<file path="src/hw/ipl_pkg.sv">
package ipl_pkg;

    // ----------------------------------------
    // bank geometry
    // ----------------------------------------
    localparam int NUM_REGS = 9;
    localparam int FIELDS_PER_REG = 4;
    localparam int FIELD_W = 4;
    localparam int REG_W = 16;
    localparam int NUM_SRC = NUM_REGS * FIELDS_PER_REG;
    localparam int ADDR_W = 8;
    localparam int DATA_W = 32;
    localparam int WORD_SHIFT = 2;

    // ----------------------------------------
    // register byte offsets
    // ----------------------------------------
    localparam logic [ADDR_W-1:0] OFS_PIN_IRQ_PRIORITY = 8'h00;
    localparam logic [ADDR_W-1:0] OFS_PRIO_BANK_D = 8'h04;
    localparam logic [ADDR_W-1:0] OFS_PRIO_BANK_E = 8'h08;
    localparam logic [ADDR_W-1:0] OFS_PRIO_BANK_F = 8'h0C;
    localparam logic [ADDR_W-1:0] OFS_PRIO_BANK_G = 8'h10;
    localparam logic [ADDR_W-1:0] OFS_PRIO_BANK_H = 8'h14;
    localparam logic [ADDR_W-1:0] OFS_PRIO_BANK_I = 8'h18;
    localparam logic [ADDR_W-1:0] OFS_PRIO_BANK_J = 8'h1C;
    localparam logic [ADDR_W-1:0] OFS_PRIO_BANK_K = 8'h20;
    localparam logic [NUM_REGS*ADDR_W-1:0] OFS_MAP = {
        OFS_PRIO_BANK_K, OFS_PRIO_BANK_J, OFS_PRIO_BANK_I, OFS_PRIO_BANK_H, OFS_PRIO_BANK_G,
        OFS_PRIO_BANK_F, OFS_PRIO_BANK_E, OFS_PRIO_BANK_D, OFS_PIN_IRQ_PRIORITY};

    // ----------------------------------------
    // field positions and values
    // ----------------------------------------
    localparam int FIELD_UPPER_LEVEL_B0 = 12;
    localparam int FIELD_SECOND_LEVEL_B0 = 8;
    localparam int FIELD_THIRD_LEVEL_B0 = 4;
    localparam int FIELD_LOWER_LEVEL_B0 = 0;
    localparam logic [REG_W-1:0] PRIO_RESET = 16'h0000;
    localparam logic [FIELD_W-1:0] LEVEL_MASKED = 4'h0;
    localparam logic [FIELD_W-1:0] LEVEL_MAX = 4'hF;
    localparam logic [4:0] NMI_LEVEL = 5'h10;

    typedef logic [FIELD_W-1:0] ipl_level_t;

    typedef struct packed {
        logic psel;
        logic penable;
        logic pwrite;
        logic [ADDR_W-1:0] paddr;
        logic [3:0] pstrb;
        logic [DATA_W-1:0] pwdata;
    } ipl_apb_req_t;

    typedef struct packed {
        logic pready;
        logic pslverr;
        logic [DATA_W-1:0] prdata;
    } ipl_apb_rsp_t;

endpackage

</file>
<file path="src/hw/ipl_bank.sv">
`timescale 1ns/1ps
// How it works
// nine 16-bit read/write priority registers on the register bus.
// levels 0 to 15 for all sources; nmi never touched by them.
// each register holds four 4-bit fields at 15:12, 11:8, 7:4, 3:0.
// field is an unsigned level, 0000 lowest, 1111 highest.
// reset clears every field to zero.
// software writes zero into fields with no source behind them.
// a source at level zero is masked and never accepted.
// nmi has fixed level 16 and is always accepted.
// reads return the last value written, or zero since reset.
module ipl_bank #(
    parameter int NUM_REGS = ipl_pkg::NUM_REGS
) (
    input wire logic clk,
    input wire logic reset,
    input wire ipl_pkg::ipl_apb_req_t apb_req,
    output ipl_pkg::ipl_apb_rsp_t apb_rsp,
    output logic [NUM_REGS*ipl_pkg::REG_W-1:0] src_level,
    input wire logic [NUM_REGS*ipl_pkg::FIELDS_PER_REG-1:0] src_req,
    input wire logic nmi_req,
    output logic [NUM_REGS*ipl_pkg::FIELDS_PER_REG-1:0] src_accept,
    output logic nmi_accept,
    output logic [4:0] nmi_level
);
    import ipl_pkg::*;

    localparam int NSRC = NUM_REGS * FIELDS_PER_REG;

    if (NUM_REGS < 1 || NUM_REGS > ipl_pkg::NUM_REGS) begin : g_bad_count
        $error("NUM_REGS must lie between 1 and the size of the offset map");
    end

    // ----------------------------------------
    // address decode
    // ----------------------------------------
    // misaligned or unlisted addresses miss; idx is only meaningful on a hit
    function automatic logic decode_hit(input logic [ADDR_W-1:0] addr);
        logic hit;
        hit = 1'b0;
        for (int r = 0; r < NUM_REGS; r++) begin
            if (addr == OFS_MAP[r*ADDR_W +: ADDR_W]) begin
                hit = 1'b1;
            end
        end
        return hit;
    endfunction

    function automatic logic [3:0] decode_idx(input logic [ADDR_W-1:0] addr);
        logic [3:0] idx;
        idx = 4'h0;
        for (int r = 0; r < NUM_REGS; r++) begin
            if (addr == OFS_MAP[r*ADDR_W +: ADDR_W]) begin
                idx = 4'(r);
            end
        end
        return idx;
    endfunction

    // byte lanes 0 and 1 carry the 16-bit register; upper lanes are ignored
    function automatic logic [REG_W-1:0] merge_lanes(input logic [REG_W-1:0] old_val,
                                                     input logic [DATA_W-1:0] wdata,
                                                     input logic [3:0] strb);
        logic [REG_W-1:0] merged;
        merged = old_val;
        if (strb[0]) begin
            merged[7:0] = wdata[7:0];
        end
        if (strb[1]) begin
            merged[15:8] = wdata[15:8];
        end
        return merged;
    endfunction

    // ----------------------------------------
    // bus phases
    // ----------------------------------------
    logic setup_phase;
    logic access_done;
    logic addr_hit;
    logic [3:0] addr_idx;

    assign setup_phase = apb_req.psel && !apb_req.penable;
    assign access_done = apb_req.psel && apb_req.penable && apb_rsp.pready;
    assign addr_hit = decode_hit(apb_req.paddr);
    assign addr_idx = decode_idx(apb_req.paddr);

    // ----------------------------------------
    // priority registers
    // ----------------------------------------
    logic [REG_W-1:0] prio_reg [NUM_REGS];
    logic [REG_W-1:0] prio_next [NUM_REGS];

    always_comb begin
        for (int r = 0; r < NUM_REGS; r++) begin
            prio_next[r] = prio_reg[r];
        end
        // strobed byte lanes stored as written: four independent fields, no field filtering
        if (access_done && apb_req.pwrite && addr_hit) begin
            prio_next[addr_idx] = merge_lanes(prio_reg[addr_idx], apb_req.pwdata, apb_req.pstrb);
        end
    end

    always_ff @(posedge clk) begin
        for (int r = 0; r < NUM_REGS; r++) begin
            if (reset) begin
                prio_reg[r] <= PRIO_RESET;
            end else begin
                prio_reg[r] <= prio_next[r];
            end
        end
    end

    // levels leave straight from the register flops
    always_comb begin
        for (int r = 0; r < NUM_REGS; r++) begin
            src_level[r*REG_W +: REG_W] = prio_reg[r];
        end
    end

    // ----------------------------------------
    // bus response
    // ----------------------------------------
    // one wait-free access cycle: answer is prepared in setup, shown in access
    ipl_apb_rsp_t rsp_next;

    always_comb begin
        rsp_next = '0;
        if (setup_phase) begin
            rsp_next.pready = 1'b1;
            if (!addr_hit) begin
                rsp_next.pslverr = 1'b1;
            end else if (!apb_req.pwrite) begin
                rsp_next.prdata = {16'h0000, prio_reg[addr_idx]};
            end
        end
    end

    always_ff @(posedge clk) begin
        if (reset) begin
            apb_rsp <= '0;
        end else begin
            apb_rsp <= rsp_next;
        end
    end

    // ----------------------------------------
    // acceptance gate
    // ----------------------------------------
    // software is trusted to leave unused fields at zero, so their gate stays shut
    ipl_gate #(
        .NUM_SRC(NSRC)
    ) u_gate (
        .clk(clk),
        .reset(reset),
        .level(src_level),
        .src_req(src_req),
        .nmi_req(nmi_req),
        .accept_reg(src_accept),
        .nmi_accept_reg(nmi_accept),
        .nmi_level_reg(nmi_level)
    );

    // ----------------------------------------
    // checks
    // ----------------------------------------
    logic [3:0] seen_idx;

    always_ff @(posedge clk) begin
        seen_idx <= addr_idx;
    end
endmodule

</file>
<file path="src/hw/ipl_gate.sv">
`timescale 1ns/1ps
module ipl_gate #(
    parameter int NUM_SRC = ipl_pkg::NUM_SRC
) (
    input wire logic clk,
    input wire logic reset,
    input wire logic [NUM_SRC*ipl_pkg::FIELD_W-1:0] level,
    input wire logic [NUM_SRC-1:0] src_req,
    input wire logic nmi_req,
    output logic [NUM_SRC-1:0] accept_reg,
    output logic nmi_accept_reg,
    output logic [4:0] nmi_level_reg
);
    import ipl_pkg::*;

    logic [NUM_SRC-1:0] accept_next;
    logic nmi_accept_next;
    logic [4:0] nmi_level_next;

    // ----------------------------------------
    // acceptance
    // ----------------------------------------
    always_comb begin
        for (int i = 0; i < NUM_SRC; i++) begin
            // level zero masks the source regardless of request
            accept_next[i] = src_req[i] && (level[i*FIELD_W +: FIELD_W] != LEVEL_MASKED);
        end
        // nmi bypasses the bank entirely
        nmi_accept_next = nmi_req;
        nmi_level_next = NMI_LEVEL;
    end

    always_ff @(posedge clk) begin
        if (reset) begin
            accept_reg <= '0;
            nmi_accept_reg <= 1'b0;
            nmi_level_reg <= NMI_LEVEL;
        end else begin
            accept_reg <= accept_next;
            nmi_accept_reg <= nmi_accept_next;
            nmi_level_reg <= nmi_level_next;
        end
    end

    for (genvar g = 0; g < NUM_SRC; g++) begin : g_chk

    end
endmodule

</file>
<file path="config.mk">
export PLATFORM = sky130hd
export DESIGN_NAME = ipl_bank
export DESIGN_NICKNAME = d
export VERILOG_FILES = /design/src/hw/ipl_pkg.sv /design/src/hw/ipl_bank.sv /design/src/hw/ipl_gate.sv
export SDC_FILE = /design/constraint.sdc
export NUM_CORES = 1
export LEC_CHECK = 0
export BUFFER_PORTS_ARGS = -buffer_cell sky130_fd_sc_hd__buf_2
export CORE_MARGIN = 5
export CORE_UTILIZATION = 51
export DETAILED_ROUTE_END_ITERATION = 8
export PLACE_DENSITY = 0.8
export SYNTH_ARGS = -nofsm -noshare
export SYNTH_HDL_FRONTEND = slang
export SYNTH_SLANG_ARGS = --single-unit
</file>
<file path="constraint.sdc">
create_clock -name clk -period 2.35 [get_ports clk]
set_input_delay 0.1175 -clock clk [delete_from_list [all_inputs] [get_ports clk]]
set_output_delay 0.1175 -clock clk [all_outputs]
set_load 0.03 [all_outputs]
</file>
# Yosys cells after proc, flatten, opt, wreduce, memory -nomap -nowiden
# Memories as Yosys holds them, arrays and structs flattened.
# Cells that the tools add are included.
# op_classes
n_lt_le_gt_ge	2
n_eq_ne	8
mux	41
n_bitwise	12
reduce_logical	83
# ops
operator	count
16-bit two-way mux	12
144-bit bitwise mux	1
144-bit two-way mux	1
4-bit nonzero test	36
16-bit demux with 4-bit select	1
1-bit logical AND	42
34-bit two-way mux	1
8-bit by 5-bit == test with 1-bit output, second input constant	4
8-bit two-way mux	4
4-bit two-way mux	7
8-bit by 4-bit == test with 1-bit output, second input constant	2
1-bit two-way mux	14
1-bit OR	9
8-bit by 3-bit == test with 1-bit output, second input constant	1
8-bit by 6-bit == test with 1-bit output, second input constant	1
8-bit zero test	1
5-bit greater-or-equal comparator, second input constant	1
5-bit by 1-bit less-than comparator with 1-bit output, second input constant	1
4-bit inverter with 5-bit output	1
4-bit OR reduction	1
3-bit OR reduction	1
1-bit inverter	2
2-bit OR reduction	1
1-bit zero test	1
# totals
ff_bits	71
ram_bits	144
in_bits	86
output_inout_bits	220
elab_cells	153
n_memories	1
# mem_list
memory	words	word_bits	read_ports	rd_clocked_by_memory_dff	write_ports	line	rtl
prio_reg	9	16	10	0	9	ipl_bank.sv:91	logic [REG_W-1:0] prio_reg [NUM_REGS];

# Longest topological paths before layout
# depth
depth_word	17
depth_mapped	9

# By module
# A second synthesis with hierarchy kept.
# hier_totals
cells_unflattened	953
area_unflattened_um2	8993.6
# modules_own_cells
module	instances	cells_per_inst	area_each_um2
ipl_bank	1	832	7511.0
ipl_gate	1	121	1482.7

# Worst setup path after synthesis
# OpenSTA, ideal clock, no wires.
# synth_timing
kind	reg2reg
startpoint	reg apb_rsp[33] (netlist name)
endpoint	mem prio_reg[7][14]
t_arrival_ns	1.962
required_time_ns	2.199
path_slack_ns	0.237
stages_incl_launch_ff	8
path_buffers	2
synth_period_minus_slack_ns	2.113
cell_sequence	dfxtp_1 nand4_1 buf_1 nor4_2 buf_2 nor3b_1 a21oi_1 o21ai_0
# synth_lines
item	line	rtl
from (decl)	ipl_bank.sv:18	output ipl_pkg::ipl_apb_rsp_t apb_rsp,
from (signal assigned)	ipl_bank.sv:143	apb_rsp <= rsp_next;
to (decl)	ipl_bank.sv:91	

==> summary.md <==
| Metric | Value |
|---|---|
| Switching power | 1650 uW |
| Sw Share | 0.238 |
| Int Pwr | 5280 uW |
| # rows | 49 |
| Max-Cap Viols | 0 |
| Hold Vio Cnt, Final | 0 |
| Global Route Usage Sum | 0.327 |
| Post-CTS Setup Inserts | 0 |
| Minimum clock period | 2.33 ns |
| RSZ-0062 raised after global routing | false |
| Routed WL | 36700 um |
| GPL Wtd Cong | 0.993 |
| CTS tree | built |
| Post-DRT Antenna Nets | 0 |
| Die Area | 0.0212 mm2 |
| Max FO, Critical Path | 10 |
| H-Tree Level Count | 4 |
| Drt wl/cell | 23.1 um |
| Top-count cell post-synth | dfxtp_1 |
| Worst Hold Class | primary input to flop |
| DR vias | 9974 |
| Final HPWL DP | 25700 um |
| Largest net degree at the start of global routing | 76 |
| Peak supply drop | 0.526 mV |
| Largest area contributor in the netlist | dfxtp_1 |
| Worst EP required | 2.63 ns |
| Seq cells post-synth | 199 |
| Unique cell type count in the Yosys netlist | 46 |
| Clock Pin Slew Worst Setup and Hold Paths | 0.07 ns |
| Post-Syn Area | 0.00937 mm2 |
| Num CTS Buffers | 17 |
| Crit path max-delay cell type | a221oi_2 |
| Crit Path Class | flop to flop |
| Vias/cell | 6.29 |
| Vias in the first global route | 9452 |
| Commonest cells in the netlist | 199 x dfxtp_1, 157 x nor3b_1, 135 x a21oi_1, 122 x o21ai_0, 46 x clkbuf_1 |
| Post-synth ARST share | 0 |
| Clock network latency to the later pin of the worst-skew pair | 0.45 ns |
| Leak | 0.00494 uW |
| Slew Viols, Final | 0 |
| Post-synth EDFFs | 0 |
| Seq pwr share | 0.487 |
| Seq/Total Area, Yosys | 0.425 |
| Clk pwr share | 0.444 |
| Core Area | 0.0180 mm2 |
| Worst slew margin | 0.119 |
| Syn-to-layout area delta | 28.9% |
| YS warnings | 0 |
| Status | completed |
| Initial core utilization | 0.520 |
| NumNets Final | 1431 |
| CP peak stage delay | 0.91 ns |
| Post-synth top area share | 0.425 |
| Sinks on the clock net | 199 |
| Combinational power share | 0.070 |
| Setup_tns | 0 ns |
| Antenna Cells | 0 |
| Chip width | 146 um |
| Place WS | -0.164 ns |
| Measured slew at the worst slew-check pin | 1.32 ns |
| Worst Path Arrival | 2.61 ns |
| First-pass GRT wire length | 55000 um |
| PD cells | 574 mW/mm2 |
| Die Y | 146 um |
| GRT overflow | 0 |
| Syn Area/Cell | 8.91 um2 |
| Final period utilization | 0.993 |
| CTS Root Cell | clkbuf_16 |
| Initial antenna violation count | 0 |
| Fmax | 429 MHz |
| Port bufs | 266 |
| Max reg flops | 144 |
| Clock Skew | 0.0103 ns |
| Worst setup margin | 0.0170 ns |
| Area contributors post-synth | dfxtp_1 43%, nor3b_1 13%, a21oi_1 7.2%, o21ai_0 6.5%, mux2i_1 4.2% |
| Initial DRC count | 1437 |
| # DRC | 0 |
| Critical-path cell list | mux2i_1 -> a2bb2oi_1 -> o22ai_1 -> a221oi_2 -> o21ai_0 |
| Worst Setup Start Kind | flop |
| Share of cells above drive strength 1 | 0.289 |
| Setup crit end kind | flop |
| DRT Pass-1 Iters | 6 |
| Longest Clk Path Bufs | 2 |
| Primary FF master, synth | dfxtp_1 |
| Cells after Synth | 1051 |
| IO Pins | 306 |
| Final setup viols | 0 |
final cells by class:
| type | count | area (um2) |
|---|---|---|
| Clock buffer | 20 | 457 |
| Clock inverter | 11 | 146 |
| Fill cell | 1466 | 5950 |
| Inverter | 18 | 67.6 |
| Multi-Input combinational cell | 744 | 4900 |
| Sequential cell | 199 | 3980 |
| Tap cell | 229 | 287 |
| Timing Repair Buffer | 365 | 2230 |
worst max-delay path: cells and delay by family (launching register included):
kind	cells	cell delay [ns]
compound gates	4	1.63
mux	1	0.17
flops	1	0.36
path summary, 6_finish.rpt:
path                                startpoint             end  slack [ns]  depth (start not counted)
worst max-delay path            prio_reg[4][5]  prio_reg[7][5]        0.02                          5
worst min-delay path               apb_req[45]     apb_rsp[33]        0.03                          3
worst max register to register  prio_reg[4][5]  prio_reg[7][5]        0.02                          5
worst min register to register  prio_reg[6][2]  prio_reg[6][2]        0.52                          2
metal layers:
layer / vias up / GRT usage / wire (um)
li1: 4425 / - / -
met1: 4734 / 0.416 / 13800
met2: 711 / 0.527 / 16900
met3: 104 / 0.0909 / 4530
met4: 0 / 0.129 / 1430
met5: - / 0 / 0
placed cells by master (no fill, tap or decap), drive strengths merged, types with 15 or more instances in the layout:
cell type    count
nor3b          159
nor2            25
a221oi          16
a22o            15
o21ai          137
conb            21
dlygate4sd3     37
a21oi          135
nand2           36
o22ai           15
a2bb2oi         15
and2            17
a221o           15
nor4            45
mux2i           39
nor3            17
inv             20
dfxtp          199
buf            328
clkbuf          20
power by group through the flow:
stage	Combinational (uW)	Sequential (uW)	Clock, uW
2_1_floorplan	271	3460	0
3_3_place_gp	412	3450	0
3_5_place_dp	416	3450	0
4_1_cts	464	3370	3070
5_1_grt	500	3370	3210
6_report	484	3370	3070
repair_timing:
action,CTS,global route
hold buffers,37,0
endpoints found under the hold margin,37,0
gates resized for setup,0,2
endpoints found under the setup margin,0,8
stage by stage:
step	hold slack (ns)	utilization	area (um2)	instances	total power, uW
after detailed placement	0.339	0.615	11100	1518	3870
after global placement	0.334	0.615	11100	1518	3860
final	0.0343	0.670	12100	1586	6930
after floorplan	0.246	-	9440	1070	3730
after global routing	0.0372	0.670	12100	1586	7080
after CTS	0.0187	0.669	12100	1586	6900
kinds of logic after synthesis:
family	share of synthesized area
compound gates	0.226
buf+inv	0.0668
flops	0.425
mux	0.0441
other cells	0.000802
simple gates	0.237
No activity file was read; power rests on OpenSTA's default activity.
